$ cat config.mk
export PLATFORM = sky130hd
export DESIGN_NAME = timer8_waveform_mode_control
export DESIGN_NICKNAME = d
export VERILOG_FILES = /design/src/include/timer8_wave_pkg.sv /design/src/design/timer8_waveform_mode_control.sv /design/src/design/wave_output_unit.sv
export VERILOG_INCLUDE_DIRS = /design/src /design/src/include
export SDC_FILE = /design/constraint.sdc
export NUM_CORES = 1
export LEC_CHECK = 0
export ABC_CLOCK_PERIOD_IN_PS = 2300
export BUFFER_PORTS_ARGS = -buffer_cell sky130_fd_sc_hd__clkbuf_2
export CORE_ASPECT_RATIO = 1.4
export CORE_UTILIZATION = 46
export DETAILED_ROUTE_END_ITERATION = 8
export HOLD_SLACK_MARGIN = 0.05
export PLACE_DENSITY = 0.82
export REMOVE_ABC_BUFFERS = 1
export SYNTH_ARGS = -nofsm -noshare
export SYNTH_HDL_FRONTEND = slang
export SYNTH_SLANG_ARGS = --single-unit
$ cat constraint.sdc
create_clock -name clk -period 2.3 [get_ports clk]
set_input_delay 0.69 -clock clk [delete_from_list [all_inputs] [get_ports clk]]
set_output_delay 0.69 -clock clk [all_outputs]
set_load 0.05 [all_outputs]
$ cat src/include/timer8_wave_consts.svh
// Offsets, field positions and reset values of the timer control registers.
// Assumes the including file needs them as plain text macros.
`ifndef TIMER8_WAVE_CONSTS_SVH
`define TIMER8_WAVE_CONSTS_SVH

// ==========================================================================
// Addressing
`define IO_SPACE_BIAS 8'h20
`define CTRL_A_DATA_OFS 8'h44
`define CTRL_B_DATA_OFS 8'h45

// ==========================================================================
// Reset values
`define CTRL_A_RESET 8'h00
`define CTRL_B_RESET 8'h00

// ==========================================================================
// Control A fields
`define CMP_MODE_A_MSB 7
`define CMP_MODE_A_LSB 6
`define CMP_MODE_B_MSB 5
`define CMP_MODE_B_LSB 4
`define WAVE_LO_MSB 1
`define WAVE_LO_LSB 0

// ==========================================================================
// Control B fields
`define FORCE_A_BIT 7
`define FORCE_B_BIT 6
`define WAVE_HI_BIT 3
`define CLK_SEL_MSB 2
`define CLK_SEL_LSB 0

`endif

$ cat src/include/timer8_wave_pkg.sv
// Types shared by the waveform control block and its output units.
// Assumes nothing beyond a SystemVerilog compiler.
package timer8_wave_pkg;

  // ========================================================================
  // Waveform generation modes
  typedef enum logic [2:0] {
    WAVE_NORMAL = 3'b000,
    WAVE_PHASE_FF = 3'b001,
    WAVE_CLR_MATCH = 3'b010,
    WAVE_FAST_FF = 3'b011,
    WAVE_RSVD_4 = 3'b100,
    WAVE_PHASE_CMPA = 3'b101,
    WAVE_RSVD_6 = 3'b110,
    WAVE_FAST_CMPA = 3'b111
  } wave_mode_t;

  // ========================================================================
  // Behaviour classes of the output units
  typedef enum logic [1:0] {
    CLASS_NONPWM = 2'b00,
    CLASS_FAST = 2'b01,
    CLASS_PHASE = 2'b10,
    CLASS_NONE = 2'b11
  } wave_class_t;

  // ========================================================================
  // Compare output actions
  typedef enum logic [1:0] {
    CMP_DISCONNECT = 2'b00,
    CMP_TOGGLE = 2'b01,
    CMP_CLEAR = 2'b10,
    CMP_SET = 2'b11
  } cmp_mode_t;

  // ========================================================================
  // Timer clock sources
  typedef enum logic [2:0] {
    CLK_STOPPED = 3'b000,
    CLK_DIV1 = 3'b001,
    CLK_DIV8 = 3'b010,
    CLK_DIV64 = 3'b011,
    CLK_DIV256 = 3'b100,
    CLK_DIV1024 = 3'b101,
    CLK_EXT_FALL = 3'b110,
    CLK_EXT_RISE = 3'b111
  } clk_src_t;

endpackage

$ cat src/design/timer8_waveform_mode_control.sv
// Compare output and waveform generation control of an 8-bit timer.
// Assumes an 8-bit CPU data bus with single-cycle read and write strobes,
// a counter that reports match, top, bottom and max as one-cycle pulses,
// and a port block that supplies the pin direction and normal port data.
//
// Notes on behaviour
// - Phase A: 10 clear up, set down
// - Phase A 01: toggle only when mode-hi set
// - A equals top: ignore match, act bottom/top
// - B equals top: ignore match, act at top
// - Nonzero mode field overrides normal port function, except reserved codes and modes
// - Pin driven only when direction is output
// - Non-PWM B: off, toggle, clear, set
// - Fast B: 01 reserved, 10/11 non/inverting
// - Phase B: 01 reserved, 10 clear up
// - Three-bit mode field selects counting and top
// - Buffer update and overflow point follow mode
// - Force only acts in non-PWM modes
// - Force bit is a one-cycle match strobe
// - Force sets no flag, clears no counter
// - Force bits always read back zero
// - Control B at data 0x45, I/O 0x25
// - Control B resets zero, documented bit layout
// - Fast A: 10 clear on match, set bottom
// - Clock select picks stop, prescale or pin
// - Control A resets zero, documented layout, 0x44
`timescale 1ns/100ps
`include "timer8_wave_consts.svh"

module timer8_waveform_mode_control (
  input wire logic clk,
  input wire logic reset,
  input wire logic ce,
  // CPU data bus
  input wire logic [7:0] busAddr,
  input wire logic ioSpace,
  input wire logic busWrite,
  input wire logic busRead,
  input wire logic [7:0] busWData,
  output logic [7:0] busRData,
  // Counter events
  input wire logic compareMatchA,
  input wire logic compareMatchB,
  input wire logic countingUp,
  input wire logic atTop,
  input wire logic atBottom,
  input wire logic atMax,
  input wire logic compareAIsTop,
  input wire logic compareBIsTop,
  // Port block
  input wire logic dirOutA,
  input wire logic dirOutB,
  input wire logic portDataA,
  input wire logic portDataB,
  output logic pinOutA,
  output logic pinOeA,
  output logic pinOutB,
  output logic pinOeB,
  // Decoded configuration and events
  output timer8_wave_pkg::clk_src_t clockSelect,
  output timer8_wave_pkg::wave_mode_t waveGenMode,
  output logic topIsCompareA,
  output logic dualSlope,
  output logic counterClear,
  output logic compareFlagA,
  output logic compareFlagB,
  output logic compareUpdate,
  output logic overflowFlag,
  output logic waveOutA,
  output logic waveOutB,
  output logic overrideA,
  output logic overrideB
);

  // ========================================================================
  // Helper functions
  function automatic logic hits_reg(input logic [7:0] addr, input logic io, input logic [7:0] dataOfs);
    logic [7:0] ioOfs;
    ioOfs = dataOfs - `IO_SPACE_BIAS;
    hits_reg = io ? (addr == ioOfs) : (addr == dataOfs);
  endfunction

  function automatic timer8_wave_pkg::wave_class_t class_of(input timer8_wave_pkg::wave_mode_t mode);
    unique case (mode)
      timer8_wave_pkg::WAVE_NORMAL, timer8_wave_pkg::WAVE_CLR_MATCH: class_of = timer8_wave_pkg::CLASS_NONPWM;
      timer8_wave_pkg::WAVE_FAST_FF, timer8_wave_pkg::WAVE_FAST_CMPA: class_of = timer8_wave_pkg::CLASS_FAST;
      timer8_wave_pkg::WAVE_PHASE_FF, timer8_wave_pkg::WAVE_PHASE_CMPA: class_of = timer8_wave_pkg::CLASS_PHASE;
      timer8_wave_pkg::WAVE_RSVD_4, timer8_wave_pkg::WAVE_RSVD_6: class_of = timer8_wave_pkg::CLASS_NONE;
    endcase
  endfunction

  // ========================================================================
  // Register state
  logic [7:0] ctrlA_reg;
  logic [7:0] ctrlA_next;
  logic [7:0] ctrlB_reg;
  logic [7:0] ctrlB_next;
  logic forceA_reg;
  logic forceA_next;
  logic forceB_reg;
  logic forceB_next;
  logic [7:0] rdData_reg;
  logic [7:0] rdData_next;

  logic selA;
  logic selB;
  logic [7:0] ctrlAView;
  logic [7:0] ctrlBView;
  timer8_wave_pkg::wave_class_t waveClass;
  timer8_wave_pkg::cmp_mode_t cmpOutModeA;
  timer8_wave_pkg::cmp_mode_t cmpOutModeB;
  logic waveGenModeHi;
  logic connectedA;
  logic connectedB;

  // ========================================================================
  // Address decode
  assign selA = hits_reg(busAddr, ioSpace, `CTRL_A_DATA_OFS);
  assign selB = hits_reg(busAddr, ioSpace, `CTRL_B_DATA_OFS);

  // Reserved bits are never stored, so they read as zero
  assign ctrlAView = {ctrlA_reg[`CMP_MODE_A_MSB:`CMP_MODE_B_LSB], 2'h0,
                      ctrlA_reg[`WAVE_LO_MSB:`WAVE_LO_LSB]};
  // Force bits are strobes and have no storage behind them
  assign ctrlBView = {4'h0, ctrlB_reg[`WAVE_HI_BIT], ctrlB_reg[`CLK_SEL_MSB:`CLK_SEL_LSB]};

  // ========================================================================
  // Register next values
  always_comb begin
    ctrlA_next = ctrlA_reg;
    ctrlB_next = ctrlB_reg;
    forceA_next = 1'b0;
    forceB_next = 1'b0;
    rdData_next = rdData_reg;
    if (busWrite && selA) begin
      ctrlA_next = busWData;
      ctrlA_next[3:2] = 2'h0;
    end
    if (busWrite && selB) begin
      ctrlB_next = busWData;
      ctrlB_next[`FORCE_A_BIT] = 1'b0;
      ctrlB_next[`FORCE_B_BIT] = 1'b0;
      ctrlB_next[5:4] = 2'h0;
      // Strobe lands one cycle later, after the new mode is in place
      forceA_next = busWData[`FORCE_A_BIT];
      forceB_next = busWData[`FORCE_B_BIT];
    end
    if (busRead) begin
      if (selA) begin
        rdData_next = ctrlAView;
      end else if (selB) begin
        rdData_next = ctrlBView;
      end else begin
        rdData_next = 8'h00;
      end
    end
  end

  always_ff @(posedge clk or posedge reset) begin
    if (reset) begin
      ctrlA_reg <= `CTRL_A_RESET;
      ctrlB_reg <= `CTRL_B_RESET;
      forceA_reg <= 1'b0;
      forceB_reg <= 1'b0;
      rdData_reg <= 8'h00;
    end else if (ce) begin
      ctrlA_reg <= ctrlA_next;
      ctrlB_reg <= ctrlB_next;
      forceA_reg <= forceA_next;
      forceB_reg <= forceB_next;
      rdData_reg <= rdData_next;
    end
  end

  assign busRData = rdData_reg;

  // ========================================================================
  // Field decode
  assign cmpOutModeA = timer8_wave_pkg::cmp_mode_t'(ctrlA_reg[`CMP_MODE_A_MSB:`CMP_MODE_A_LSB]);
  assign cmpOutModeB = timer8_wave_pkg::cmp_mode_t'(ctrlA_reg[`CMP_MODE_B_MSB:`CMP_MODE_B_LSB]);
  assign waveGenModeHi = ctrlB_reg[`WAVE_HI_BIT];
  assign waveGenMode = timer8_wave_pkg::wave_mode_t'({waveGenModeHi,
                       ctrlA_reg[`WAVE_LO_MSB:`WAVE_LO_LSB]});
  assign waveClass = class_of(waveGenMode);
  assign clockSelect = timer8_wave_pkg::clk_src_t'(ctrlB_reg[`CLK_SEL_MSB:`CLK_SEL_LSB]);

  // ========================================================================
  // Counting sequence and event points
  always_comb begin
    topIsCompareA = 1'b0;
    dualSlope = 1'b0;
    compareUpdate = 1'b0;
    overflowFlag = 1'b0;
    unique case (waveGenMode)
      timer8_wave_pkg::WAVE_NORMAL: begin
        compareUpdate = 1'b1;
        overflowFlag = atMax;
      end
      timer8_wave_pkg::WAVE_CLR_MATCH: begin
        topIsCompareA = 1'b1;
        compareUpdate = 1'b1;
        overflowFlag = atMax;
      end
      timer8_wave_pkg::WAVE_FAST_FF: begin
        compareUpdate = atBottom;
        overflowFlag = atMax;
      end
      timer8_wave_pkg::WAVE_FAST_CMPA: begin
        topIsCompareA = 1'b1;
        compareUpdate = atBottom;
        overflowFlag = atTop;
      end
      timer8_wave_pkg::WAVE_PHASE_FF: begin
        dualSlope = 1'b1;
        compareUpdate = atTop;
        overflowFlag = atBottom;
      end
      timer8_wave_pkg::WAVE_PHASE_CMPA: begin
        topIsCompareA = 1'b1;
        dualSlope = 1'b1;
        compareUpdate = atTop;
        overflowFlag = atBottom;
      end
      // Reserved modes run no sequence and raise nothing
      timer8_wave_pkg::WAVE_RSVD_4, timer8_wave_pkg::WAVE_RSVD_6: begin
        topIsCompareA = 1'b0;
      end
    endcase
  end

  // Only real matches reach the flags and the counter clear
  assign compareFlagA = compareMatchA;
  assign compareFlagB = compareMatchB;
  assign counterClear = compareMatchA && (waveGenMode == timer8_wave_pkg::WAVE_CLR_MATCH ||
                        waveGenMode == timer8_wave_pkg::WAVE_FAST_CMPA);

  // ========================================================================
  // Output units
  wave_output_unit #(
    .IS_CHANNEL_A(1'b1)
  ) unitA (
    .clk(clk),
    .reset(reset),
    .ce(ce),
    .cmpMode(cmpOutModeA),
    .waveClass(waveClass),
    .waveGenModeHi(waveGenModeHi),
    .compareMatch(compareMatchA),
    .forceStrobe(forceA_reg),
    .countingUp(countingUp),
    .atTop(atTop),
    .atBottom(atBottom),
    .compareIsTop(compareAIsTop),
    .waveOut(waveOutA),
    .connected(connectedA)
  );

  wave_output_unit #(
    .IS_CHANNEL_A(1'b0)
  ) unitB (
    .clk(clk),
    .reset(reset),
    .ce(ce),
    .cmpMode(cmpOutModeB),
    .waveClass(waveClass),
    .waveGenModeHi(waveGenModeHi),
    .compareMatch(compareMatchB),
    .forceStrobe(forceB_reg),
    .countingUp(countingUp),
    .atTop(atTop),
    .atBottom(atBottom),
    .compareIsTop(compareBIsTop),
    .waveOut(waveOutB),
    .connected(connectedB)
  );

  // ========================================================================
  // Pin multiplexing
  // A reserved combination leaves the normal port function in charge
  assign overrideA = connectedA;
  assign overrideB = connectedB;
  assign pinOutA = overrideA ? waveOutA : portDataA;
  assign pinOutB = overrideB ? waveOutB : portDataB;
  // Direction bit alone gates the driver, even when the waveform owns the pin
  assign pinOeA = dirOutA;
  assign pinOeB = dirOutB;

endmodule

$ cat src/design/wave_output_unit.sv
// One compare output flip-flop and its action decode.
// Assumes match, top and bottom inputs are one-cycle pulses from the counter.
`timescale 1ns/100ps

module wave_output_unit #(
  parameter bit IS_CHANNEL_A = 1'b1
) (
  input wire logic clk,
  input wire logic reset,
  input wire logic ce,
  input wire timer8_wave_pkg::cmp_mode_t cmpMode,
  input wire timer8_wave_pkg::wave_class_t waveClass,
  input wire logic waveGenModeHi,
  input wire logic compareMatch,
  input wire logic forceStrobe,
  input wire logic countingUp,
  input wire logic atTop,
  input wire logic atBottom,
  input wire logic compareIsTop,
  output logic waveOut,
  output logic connected
);

  logic wave_reg;
  logic wave_next;
  logic specialPoint;

  // ========================================================================
  // Next output value
  always_comb begin
    wave_next = wave_reg;
    connected = 1'b0;
    // Channel A applies the top-value case at bottom in fast mode only
    specialPoint = (IS_CHANNEL_A && waveClass == timer8_wave_pkg::CLASS_FAST) ? atBottom : atTop;
    unique case (waveClass)
      timer8_wave_pkg::CLASS_NONPWM: begin
        connected = (cmpMode != timer8_wave_pkg::CMP_DISCONNECT);
        // Force acts only here, with the mode field as it stands now
        if (compareMatch || forceStrobe) begin
          unique case (cmpMode)
            timer8_wave_pkg::CMP_DISCONNECT: wave_next = wave_reg;
            timer8_wave_pkg::CMP_TOGGLE: wave_next = ~wave_reg;
            timer8_wave_pkg::CMP_CLEAR: wave_next = 1'b0;
            timer8_wave_pkg::CMP_SET: wave_next = 1'b1;
          endcase
        end
      end
      timer8_wave_pkg::CLASS_FAST, timer8_wave_pkg::CLASS_PHASE: begin
        if (cmpMode[1]) begin
          connected = 1'b1;
          if (compareIsTop) begin
            // Match ignored; output settles to the bottom-side level
            if (specialPoint) begin
              wave_next = ~cmpMode[0];
            end
          end else if (waveClass == timer8_wave_pkg::CLASS_FAST) begin
            if (compareMatch) begin
              wave_next = cmpMode[0];
            end else if (atBottom) begin
              wave_next = ~cmpMode[0];
            end
          end else if (compareMatch) begin
            wave_next = countingUp ? cmpMode[0] : ~cmpMode[0];
          end
        end else if (cmpMode[0] && IS_CHANNEL_A && waveGenModeHi) begin
          connected = 1'b1;
          if (compareMatch) begin
            wave_next = ~wave_reg;
          end
        end
        // Code 01 otherwise stays disconnected, reserved for channel B
      end
      timer8_wave_pkg::CLASS_NONE: begin
        wave_next = wave_reg;
      end
    endcase
  end

  // ========================================================================
  // Output register
  always_ff @(posedge clk or posedge reset) begin
    if (reset) begin
      wave_reg <= 1'b0;
    end else if (ce) begin
      wave_reg <= wave_next;
    end
  end

  assign waveOut = wave_reg;

endmodule

==> run metrics, run 1 <==
Worst Setup Start Kind register; CP Cell Sequence buf_6 > clkinv_4 > a21oi_2 > nor2_2 > mux2_4 > clkbuf_16; port buffer count 58; count of synthesis-stage warnings from yosys 0; total of hold buffers inserted after clock tree synthesis 0; internal power approximately 0.00057 W; Remaining Overflow, GRT 0; class of the worst hold path primary input to asynchronous set/reset pin; DRT iter0 DRCs 44; setup skew after layout slightly below 0.008 ns; switching share of total power 33.27%; Main synth FF type sky130_fd_sc_hd__dfrtp_1; EDFF count, synth 0; normalized max-slew margin a little over two thirds; number of placed instances with taps included approximately 220; post-synthesis cell count 130; time the worst path needs with I/O delays and setup around 2.3 ns; number of antenna violations at the first check in global routing 0; detailed route wirelength on metal2 roughly 2100 um; number of detailed-routing iterations run before antenna repair 4; floorplan core area approximately 0.0027 mm^2; latest clock arrival within the worst-skew pair just under 0.3 ns; number of buffers on the longest clock path 2; number of rows in the core area 22; clock network fraction of total power around a fifth; Area growth, synth to finish 38.82%; post-route cell area about 0.0018 mm^2; TritonCTS clock tree done; sequential cell area fraction in the yosys report approximately 41%; proportion of layout cells with a drive suffix above 1 a little over half; starting density of the core between 40 and 50%; synth unique cells 44; critical path peak fanout 4; largest stage delay on the critical path 0.45 ns; total negative slack for setup checks -0.02118 ns; Psw 0.0002822 W; status finished, violations left; Seq cells post-synth 22; root buffer cell sky130_fd_sc_hd__clkbuf_4; Die Y-Extent 65.65 um; count of antenna diodes in the layout 0; maximum number of pins on one net before global-route repair 23; detailed placer's ending HPWL 2611 um; slew at the pin closest to its max-slew limit between 0.4 and 0.5 ns; sinks on the clock net 22; die area between 0.003 and 0.004 mm^2; clock slew at reported path FFs between 0.1 and 0.15 ns; violated checks setup timing; Final Hold Vio Count 0; Die Span X approximately 47 um; total power per unit cell area roughly 460 mW/mm^2; max-cap check violation count 0; max FFs per register 8; cts bufs inserted 3; largest voltage drop on the vdd net around 410 uV; category of the most critical setup path register to output port; Vias per Instance approximately 5.7; combinational cell fraction of total power between 30% and 40%; number of global-route vias before repair between 1000 and 1500; fin worst setup slack -0.02118 ns; worst hold slack about 0.40 ns; post-synthesis async set-or-reset flop share 100.0%; remaining antenna violation count after routing 0; Final period util 100.9%; f_max approximately 430 MHz; count of H-tree levels built during CTS 1; final standard cell count with taps included and fillers excluded between 200 and 250; Mapped Avg Cell Area 10.24 um^2; setup repair after global routing missed its margin yes; gpl congestion 0.8040; Worst Path Required around 1.6 ns; CP arrival 1.63 ns; crit end category output port; max layer used met4; Detail Route met3 WL 187 um; final WL roughly 3600 um; ports placed on the boundary 63; total cell area at the placement stage between 0.0015 and 0.002 mm^2; register share of total power around half; global routing usage summed across all routing layers about a quarter; Post-Route M1 WL about 1300 um; post-synthesis cell area about 0.0013 mm^2; pre-CTS setup slack -0.2512 ns; Max Slew Vio Count 0; first-pass GRT wire length 5623 um; routed vias ~1300; average wire length per cell after detail routing roughly 16 um; static power due to leakage between 0.9 and 1 nW; Final nets 232; critical-path cell with the highest stage delay sky130_fd_sc_hd__dfrtp_2; number of DRC violations after detailed routing 0; total of endpoints with negative setup slack in the final report 1
[final cells by class]
type | instances | area [um^2]
inverter | 5 | 23.77
multi-input combinational | 88 | 705.7
tap | 36 | 45.04
fill | 242 | 849.6
sequential | 22 | 553.0
timing repair buffer | 78 | 498.0
clock buffer | 3 | 22.52
[cell usage in the layout (no fill, tap or decap), drive strengths merged, types with 2 or more instances in the layout]
cell,count
mux2,13
a211oi,2
a31oi,2
nand2b,2
nor4b,2
a2111oi,3
nor2b,4
nor2,8
clkbuf,59
a22o,6
a32o,2
o41ai,2
o21ai,2
a21oi,2
nor3,3
inv,4
mux2i,3
dfrtp,22
buf,22
nand3,2
nand2,11
[worst paths after layout]
path | startpoint | to | slack [ns] | depth (start not counted)
max | ctrlA_reg[0] | pinOutB | -0.02 | 6
min | reset | busRData[3] | 0.40 | 3
max reg2reg | ctrlA_reg[1] | unitB.waveOut | 0.41 | 5
min reg2reg | busRData[2] | busRData[2] | 0.51 | 1
max in group asynchronous | reset | ctrlA_reg[1] | 1.66 | 3
min in group clk | busRData[2] | busRData[2] | 0.51 | 1
[stage by stage]
| step | utilization [%] | power, W |
|---|---|---|
| 2_1_floorplan | - | 0.0005737 |
| 3_3_place_gp | 62.06 | 0.0006568 |
| 3_5_place_dp | 62.06 | 0.0006645 |
| 4_1_cts | 68.46 | 0.0008518 |
| 5_1_grt | 68.51 | 0.0008879 |
| 6_report | 68.51 | 0.0008481 |
[worst max-delay path, delay by kind of cell (launching register included)]
kind	cells	cell delay, ns
and+or+nand+nor	1	0.16
DFF	1	0.45
buffers and inverters	3	0.36
muxes	1	0.33
AOI/OAI and AO/OA	1	0.05
[power by group through the flow]
stage          sequential [W]  clock (W)  combinational, W
4_1_cts              0.000422   0.000167          0.000264
3_5_place_dp         0.000428          0          0.000236
3_3_place_gp         0.000428          0          0.000229
2_1_floorplan        0.000476          0         0.0000975
6_report             0.000423   0.000158          0.000267
5_1_grt              0.000425   0.000178          0.000285
[layer usage]
layer,track usage [%],vias to the layer above
met5,0,-
met4,12.86,0
met3,3.297,8
met2,46.40,65
met1,27.09,641
li1,-,614
[kinds of logic (layout without fill, tap and decap cells)]
logic type | Yosys count | in the layout | synth area share (%)
AOI/OAI and AO/OA | 30 | 30 | 18.52
buffers and inverters | 20 | 86 | 8.176
DFF | 22 | 22 | 41.35
and+or+nand+nor | 42 | 42 | 17.01
muxes | 16 | 16 | 14.94
[cells in the mapped netlist, types with 2 or more instances]
cell type	number	area share (%)
sky130_fd_sc_hd__dfrtp_1	22	41
sky130_fd_sc_hd__nand2_1	11	3.1
sky130_fd_sc_hd__nor2_1	8	2.3
sky130_fd_sc_hd__buf_4	7	3.9
sky130_fd_sc_hd__mux2_2	7	5.9
sky130_fd_sc_hd__a22o_1	6	3.9
sky130_fd_sc_hd__clkbuf_1	6	1.7
sky130_fd_sc_hd__mux2_4	6	6.8
sky130_fd_sc_hd__inv_1	4	1.1
sky130_fd_sc_hd__nor2b_1	4	1.9
sky130_fd_sc_hd__a2111oi_0	3	2.0
sky130_fd_sc_hd__mux2i_1	3	2.3
sky130_fd_sc_hd__nor3_1	3	1.1
sky130_fd_sc_hd__a211oi_1	2	1.1
sky130_fd_sc_hd__a21oi_1	2	0.75
sky130_fd_sc_hd__a31oi_1	2	0.94
sky130_fd_sc_hd__a32o_1	2	1.5
sky130_fd_sc_hd__nand2b_1	2	0.94
sky130_fd_sc_hd__nand3_1	2	0.75
sky130_fd_sc_hd__nor4b_1	2	1.3
sky130_fd_sc_hd__o21ai_0	2	0.75
sky130_fd_sc_hd__o41ai_1	2	1.3
[repair_timing]
action / in CTS / in global routing
gates cloned: 0 / 0
gates resized for setup: 22 / 3
setup endpoints to repair: 5 / 6
setup buffers: 7 / 0
pin swaps: 3 / 3
No activity file was read; power rests on OpenSTA's default activity.
==> run 2: changes to the inputs <==
--- a/config.mk
+++ b/config.mk
@@ -7,12 +7,12 @@
 export NUM_CORES = 1
 export LEC_CHECK = 0
 export ABC_CLOCK_PERIOD_IN_PS = 2300
-export BUFFER_PORTS_ARGS = -buffer_cell sky130_fd_sc_hd__clkbuf_2
 export CORE_ASPECT_RATIO = 1.4
-export CORE_UTILIZATION = 46
+export CORE_UTILIZATION = 50
 export DETAILED_ROUTE_END_ITERATION = 8
+export DONT_BUFFER_PORTS = 1
 export HOLD_SLACK_MARGIN = 0.05
-export PLACE_DENSITY = 0.82
+export PLACE_DENSITY = 0.68
 export REMOVE_ABC_BUFFERS = 1
 export SYNTH_ARGS = -nofsm -noshare
 export SYNTH_HDL_FRONTEND = slang
==> run 2 against run 1 <==
Net effect: the flow now finishes without violations; cell count fell by 26%; critical path type unchanged; utilization fell by 6.9 points; clock power barely moved; power fell by 8.5%; routed wire length fell by 19%; final area fell by 18%; global-route usage fell by 4.2 points; clock skew fell by 0.0056 ns; largest power group unchanged; sequential share of layout area rose by 6.9 points; critical path depth fell by 2; worst hold slack improved by 0.020 ns.
==> run metrics, run 2 (same netlist as run 1, synthesis figures left out) <==
die area 0.002876 mm^2 (was 0.003116 mm^2); detailed route wirelength on metal2 1524 um (was 2059 um); detailed placer's ending HPWL 2288 um (was 2611 um); Worst Path Required 1.61 ns (about the same); capture instance of the worst register-to-register path unitB.waveOut (unchanged); total of endpoints with negative setup slack in the final report 0 (was 1); largest voltage drop on the vdd net 441.4 uV (was 413.3 uV); Area growth, synth to finish 13.16% (was 38.82%); Detail Route met3 WL 226 um (was 187 um); cell depth of the worst flop-to-flop path 5 (unchanged); floorplan core area 0.002444 mm^2 (was 0.002698 mm^2); final standard cell count with taps included and fillers excluded 172 (was 232); port buffer count 0 (was 58); worst hold slack 0.4200 ns (was 0.3997 ns); cts bufs inserted 3 (unchanged); count of H-tree levels built during CTS 1 (unchanged); first-pass GRT wire length 4692 um (was 5623 um); slew at the pin closest to its max-slew limit 0.7803 ns (was 0.4474 ns); critical path peak fanout 3 (was 4); worst reg-to-reg setup slack 0.48 ns (was 0.41 ns); final WL 2925 um (was 3627 um); class of the worst hold path primary input to asynchronous set/reset pin (unchanged); proportion of layout cells with a drive suffix above 1 32.61% (was 53.06%); Finished Core Util 61.65% (was 68.51%); total of hold buffers inserted after clock tree synthesis 0 (unchanged); DRT iter0 DRCs 27 (was 44); number of DRC violations after detailed routing 0 (unchanged); global routing usage summed across all routing layers 21.52% (was 25.68%); status complete, no violations (was finished, violations left); f_max 445.1 MHz (was 430.8 MHz); max layer used met4 (unchanged); static power due to leakage 0.6888 nW (was 0.9597 nW); normalized max-slew margin 47.92% (was 69.41%); CP arrival 1.56 ns (was 1.63 ns); number of rows in the core area 21 (was 22); Worst Setup Start Kind register (unchanged); average wire length per cell after detail routing 17.01 um (was 15.63 um); most common library cell in the layout ignoring fill and taps sky130_fd_sc_hd__dfrtp_1 (was sky130_fd_sc_hd__clkbuf_2); Vias per Instance 6.081 (was 5.724); Die Y-Extent 63.06 um (was 65.65 um); ports placed on the boundary 63 (unchanged); # fillers 219 (was 242); remaining antenna violation count after routing 0 (unchanged); total power per unit cell area 514.9 mW/mm^2 (was 458.9 mW/mm^2); latest clock arrival within the worst-skew pair 0.29 ns (about the same); most used cells in the layout excluding fill and tap cells sky130_fd_sc_hd__dfrtp_1, sky130_fd_sc_hd__buf_4, sky130_fd_sc_hd__nand2_1 (was sky130_fd_sc_hd__clkbuf_2, sky130_fd_sc_hd__dfrtp_1, sky130_fd_sc_hd__buf_4); Remaining Overflow, GRT 0 (unchanged); crit end category output port (unchanged); maximum number of pins on one net before global-route repair 23 (unchanged); number of detailed-routing iterations run before antenna repair 3 (was 4); category of the most critical setup path register to output port (unchanged); TritonCTS clock tree done (unchanged); Final Hold Vio Count 0 (unchanged); routed vias 1046 (was 1328); Max Slew Vio Count 0 (unchanged); Final period util 97.67% (was 100.9%); number of global-route vias before repair 1066 (was 1343); Die Span X 45.61 um (was 47.47 um); Post-Route M1 WL 1126 um (was 1318 um); count of antenna diodes in the layout 0 (unchanged); gpl congestion 0.7957 (was 0.8040); total negative slack for setup checks 0 ns (was -0.02118 ns); max FFs per register 8 (unchanged); clock slew at reported path FFs 0.10 ns (was 0.11 ns); sinks on the clock net 22 (unchanged); max-cap check violation count 0 (unchanged); number of placed instances with taps included 166 (was 222); Overall Power 0.0007756 W (was 0.0008481 W); root buffer cell sky130_fd_sc_hd__clkbuf_4 (unchanged); time the worst path needs with I/O delays and setup 2.247 ns (was 2.321 ns); start of the worst register-to-register path ctrlA_reg[0] (was ctrlA_reg[1]); setup skew after layout 0.002109 ns (was 0.007742 ns); Final nets 174 (was 232); number of buffers on the longest clock path 2 (unchanged); number of antenna violations at the first check in global routing 0 (unchanged); starting density of the core 54.48% (was 49.35%)
run 2: layout make-up:
cell class / instances / area (um^2) / share of cell area [%]
tap: 34 / 42.54 / 2.824
multi-input combinational: 88 / 706.9 / 46.93
inverter: 5 / 18.77 / 1.246
timing repair buffer: 20 / 161.4 / 10.71
sequential: 22 / 554.3 / 36.79
clock buffer: 3 / 22.52 / 1.495
run 2: how the worst max path moves through the flow:
| stage | slack, ns | cells after the start | endpoint | startpoint |
|---|---|---|---|---|
| final | 0.05 | 4 | pinOutA | ctrlB_reg[3] |
| after global routing | -0.0008 | 4 | pinOutB | ctrlA_reg[0] |
| after CTS | 0.01 | 3 | compareUpdate | ctrlA_reg[1] |
| after detailed placement | -0.16 | 4 | ctrlA_reg[5] | busAddr[3] |
| after global placement | -0.13 | 4 | ctrlA_reg[4] | busAddr[3] |
| after floorplan | -1.31 | 3 | pinOutA | ctrlA_reg[0] |
run 2: routing by layer:
layer,up-vias,track usage [%]
met2,41,37.50
met4,0,6.439
li1,497,-
met1,502,24.76
met3,6,5.158
met5,-,0
run 2: critical path: stages, from the launching register on:
cell and delay [ns]:
sky130_fd_sc_hd__dfrtp_1 0.42, sky130_fd_sc_hd__buf_4 0.14, sky130_fd_sc_hd__nor2_1 0.05, sky130_fd_sc_hd__a211oi_4 0.25, sky130_fd_sc_hd__mux2_4 0.41
run 2: where the power goes:
group	internal, W	switching [W]
clock	0.0000609	0.000100
combinational	0.0000650	0.000105
sequential	0.000402	0.0000426
total	0.000528	0.000248
run 2: per-stage QoR:
stage,area [um^2],worst slack [ns]
final,1506,0.05348
after global routing,1506,-0.0007631
after CTS,1475,0.009663
after detailed placement,1424,-0.1620
after global placement,1424,-0.1328
after floorplan,1241,-1.315
run 2: what timing repair did:
action | 4_1_cts | 5_1_grt
pin swaps | 1 | 1
setup buffers | 2 | 1
endpoints found under the setup margin | 2 | 6
gates resized for setup | 5 | 6
endpoints found under the hold margin | 0 | 0
==> run 3: changes to the inputs <==
--- a/config.mk
+++ b/config.mk
@@ -16,4 +16,5 @@
 export REMOVE_ABC_BUFFERS = 1
 export SYNTH_ARGS = -nofsm -noshare
 export SYNTH_HDL_FRONTEND = slang
+export SYNTH_HIERARCHICAL = 1
 export SYNTH_SLANG_ARGS = --single-unit
==> run 3 against run 2 <==
Net effect: the run now ends with setup timing left; worst hold slack got worse by 0.26 ns; power up 26%; non-clock buffer count increased by 11; cell count rose by 30%; synthesized area increased by 15%; setup slack lost 0.36 ns; synthesized cell count increased by 25%; die area is 15% higher; routed wire length increased by 27%; final area increased by 30%; critical endpoint unchanged; largest power group unchanged.
==> run metrics, run 3 <==
status finished, violations left (was complete, no violations); violated checks setup timing; clock slew at reported path FFs 0.07 ns (was 0.10 ns); CP arrival 1.92 ns (was 1.56 ns); proportion of layout cells with a drive suffix above 1 40.11% (was 32.61%); number of buffers on the longest clock path 2 (unchanged); sequential cell area fraction in the yosys report 35.89% (was 41.35%); count of antenna diodes in the layout 0 (unchanged); root buffer cell sky130_fd_sc_hd__clkbuf_8 (was sky130_fd_sc_hd__clkbuf_4); number of antenna violations at the first check in global routing 0 (unchanged); ports placed on the boundary 63 (unchanged); number of global-route vias before repair 1341 (was 1066); number of DRC violations after detailed routing 0 (unchanged); maximum number of pins on one net before global-route repair 21 (was 23); most numerous cell types in the synthesized netlist sky130_fd_sc_hd__nand2_1, sky130_fd_sc_hd__dfrtp_1, sky130_fd_sc_hd__inv_1 (was sky130_fd_sc_hd__dfrtp_1, sky130_fd_sc_hd__nand2_1, sky130_fd_sc_hd__nor2_1); routed vias 1318 (was 1046); synth unique cells 40 (was 44); number of placed instances with taps included 215 (was 166); # fillers 211 (was 219); first-pass GRT wire length 5968 um (was 4692 um); final standard cell count with taps included and fillers excluded 224 (was 172); largest cells by area after synthesis sky130_fd_sc_hd__dfrtp_1, sky130_fd_sc_hd__mux2_2, sky130_fd_sc_hd__ha_1 (was sky130_fd_sc_hd__dfrtp_1, sky130_fd_sc_hd__mux2_4, sky130_fd_sc_hd__mux2_2); fin worst setup slack -0.3089 ns (was 0.05348 ns); f_max 383.3 MHz (was 445.1 MHz); Die Y-Extent 67.54 um (was 63.06 um); port buffer count 0 (unchanged); total of hold buffers inserted after clock tree synthesis 0 (unchanged); floorplan core area 0.002878 mm^2 (was 0.002444 mm^2); TritonCTS clock tree done (unchanged); starting density of the core 53.30% (was 54.48%); Final Hold Vio Count 0 (unchanged); Final period util 113.4% (was 97.67%); setup skew after layout 0.005899 ns (was 0.002109 ns); die area 0.003296 mm^2 (was 0.002876 mm^2); max FFs per register 8 (unchanged); post-synthesis async set-or-reset flop share 100.0% (unchanged); pre-CTS setup slack -0.2884 ns (was -0.1620 ns); number of rows in the core area 23 (was 21); EDFF count, synth 0 (unchanged); count of H-tree levels built during CTS 1 (unchanged); time the worst path needs with I/O delays and setup 2.609 ns (was 2.247 ns); number of detailed-routing iterations run before antenna repair 4 (was 3); static power due to leakage 0.8478 nW (was 0.6888 nW); slew at the pin closest to its max-slew limit 0.7364 ns (was 0.7803 ns); Remaining Overflow, GRT 0 (unchanged); total of endpoints with negative setup slack in the final report 4 (was 0); Final nets 231 (was 174); post-synthesis cell count 163 (was 130); Seq cells post-synth 22 (unchanged); average wire length per cell after detail routing 16.62 um (was 17.01 um); crit end category output port (unchanged); final WL 3722 um (was 2925 um); count leader, synth sky130_fd_sc_hd__nand2_1 (was sky130_fd_sc_hd__dfrtp_1); Max Slew Vio Count 0 (unchanged); latest clock arrival within the worst-skew pair 0.25 ns (was 0.29 ns); Worst Setup Start Kind register (unchanged); gpl congestion 0.8293 (was 0.7957); biggest area consumer among synthesized cells sky130_fd_sc_hd__dfrtp_1 (unchanged); cts bufs inserted 3 (unchanged); Area growth, synth to finish 27.24% (was 13.16%); total power per unit cell area 499.7 mW/mm^2 (was 514.9 mW/mm^2); count of synthesis-stage warnings from yosys 6 (was 0); detailed placer's ending HPWL 2777 um (was 2288 um); normalized max-slew margin 50.85% (was 47.92%); top cell type's share of synthesized area 35.89% (was 41.35%); sinks on the clock net 22 (unchanged); remaining antenna violation count after routing 0 (unchanged); post-synthesis cell area 0.001534 mm^2 (was 0.001331 mm^2); most used cells in the layout excluding fill and tap cells sky130_fd_sc_hd__buf_4, sky130_fd_sc_hd__dfrtp_1, sky130_fd_sc_hd__nand2_1 (was sky130_fd_sc_hd__dfrtp_1, sky130_fd_sc_hd__buf_4, sky130_fd_sc_hd__nand2_1); worst reg-to-reg setup slack 0.20 ns (was 0.48 ns); cell depth of the worst flop-to-flop path 8 (was 5); largest voltage drop on the vdd net 484.6 uV (was 441.4 uV); start of the worst register-to-register path ctrlA_reg[0] (unchanged); Mapped Avg Cell Area 9.411 um^2 (was 10.24 um^2); Die Span X 48.81 um (was 45.61 um); most common library cell in the layout ignoring fill and taps sky130_fd_sc_hd__buf_4 (was sky130_fd_sc_hd__dfrtp_1); total negative slack for setup checks -0.9538 ns (was 0 ns); critical path peak fanout 4 (was 3); max-cap check violation count 0 (unchanged); Main synth FF type sky130_fd_sc_hd__dfrtp_1 (unchanged); global routing usage summed across all routing layers 23.45% (was 21.52%); sequential standard cell area 550.5 um^2 (was 554.3 um^2); Worst Path Required 1.61 ns (about the same); class of the worst hold path primary input to asynchronous set/reset pin (unchanged); DRT iter0 DRCs 28 (was 27); category of the most critical setup path register to output port (unchanged); Vias per Instance 5.884 (was 6.081); capture instance of the worst register-to-register path unitA/waveOut (was unitB.waveOut); setup repair after global routing missed its margin yes; area of combinational cells with multiple inputs 972.2 um^2 (was 706.9 um^2)
==> run 3: logic make-up after synthesis <==
family / count (synthesis) / synth area share (%)
AO/OA/AOI/OAI: 39 / 19.98
adder cells (fa/ha/maj): 8 / 6.526
buffers and inverters: 26 / 7.830
flip-flops: 22 / 35.89
multiplexers: 18 / 12.72
AND/OR/NAND/NOR: 50 / 17.05
==> run 3: worst max path at each step <==
| stage | startpoint | end | slack [ns] |
|---|---|---|---|
| global route | ctrlA_reg[0] | pinOutA | -0.37 |
| detailed placement | ctrlA_reg[0] | pinOutA | -0.29 |
| global placement | ctrlA_reg[0] | pinOutA | -0.22 |
| floorplan | ctrlB_reg[3] | pinOutA | -1.74 |
| finish | ctrlA_reg[0] | pinOutA | -0.31 |
| CTS | ctrlA_reg[0] | pinOutA | -0.31 |
==> run 3: metal layers <==
metal	global-route usage (%)	part of all wire [%]	vias up
met1	26.98	39	640
met2	44.79	54	47
met5	0	0	-
li1	-	-	623
met4	8.456	1.9	0
met3	2.477	5.4	8
==> run 3: what timing repair did <==
action | in CTS | in global routing
pin swaps | 6 | 1
cloned | 0 | 0
gates resized for setup | 30 | 8
setup buffers | 5 | 1
setup endpoints to repair | 4 | 6
==> run 3: where the power goes <==
group          leakage [nW]  switching [W]  internal, W
Sequential            0.302      0.0000229     0.000409
Clock                0.0216       0.000109     0.000116
Combinational         0.524       0.000198     0.000121
Total                 0.848       0.000330     0.000646
==> run 3: area by class of cell <==
| class | instances | area share, % |
|---|---|---|
| timing repair buffer | 31 | 13.91 |
| sequential | 22 | 28.21 |
| inverter | 16 | 3.590 |
| tap | 37 | 2.372 |
| clock buffer | 3 | 2.115 |
| multi-input combinational | 115 | 49.81 |
==> run 3: per-stage QoR <==
stage | area, um^2 | power [W] | hold slack, ns | util [%]
6_report | 1952 | 0.0009754 | 0.1582 | 67.83
4_1_cts | 1911 | 0.0009653 | 0.1548 | 66.39
3_5_place_dp | 1725 | 0.0007211 | 0.4229 | 59.96
5_1_grt | 1952 | 0.001014 | 0.1428 | 67.83
3_3_place_gp | 1725 | 0.0007116 | 0.4204 | 59.96
2_1_floorplan | 1474 | 0.0006392 | 0.4187 | -
==> run 3: critical path: stages (launching register included) <==
cell	delay, ns
sky130_fd_sc_hd__dfrtp_1	0.42
sky130_fd_sc_hd__nand2b_4	0.19
sky130_fd_sc_hd__nand2_4	0.11
sky130_fd_sc_hd__inv_4	0.05
sky130_fd_sc_hd__ha_4	0.26
sky130_fd_sc_hd__nor2_2	0.04
sky130_fd_sc_hd__a211oi_4	0.19
sky130_fd_sc_hd__mux2_4	0.41
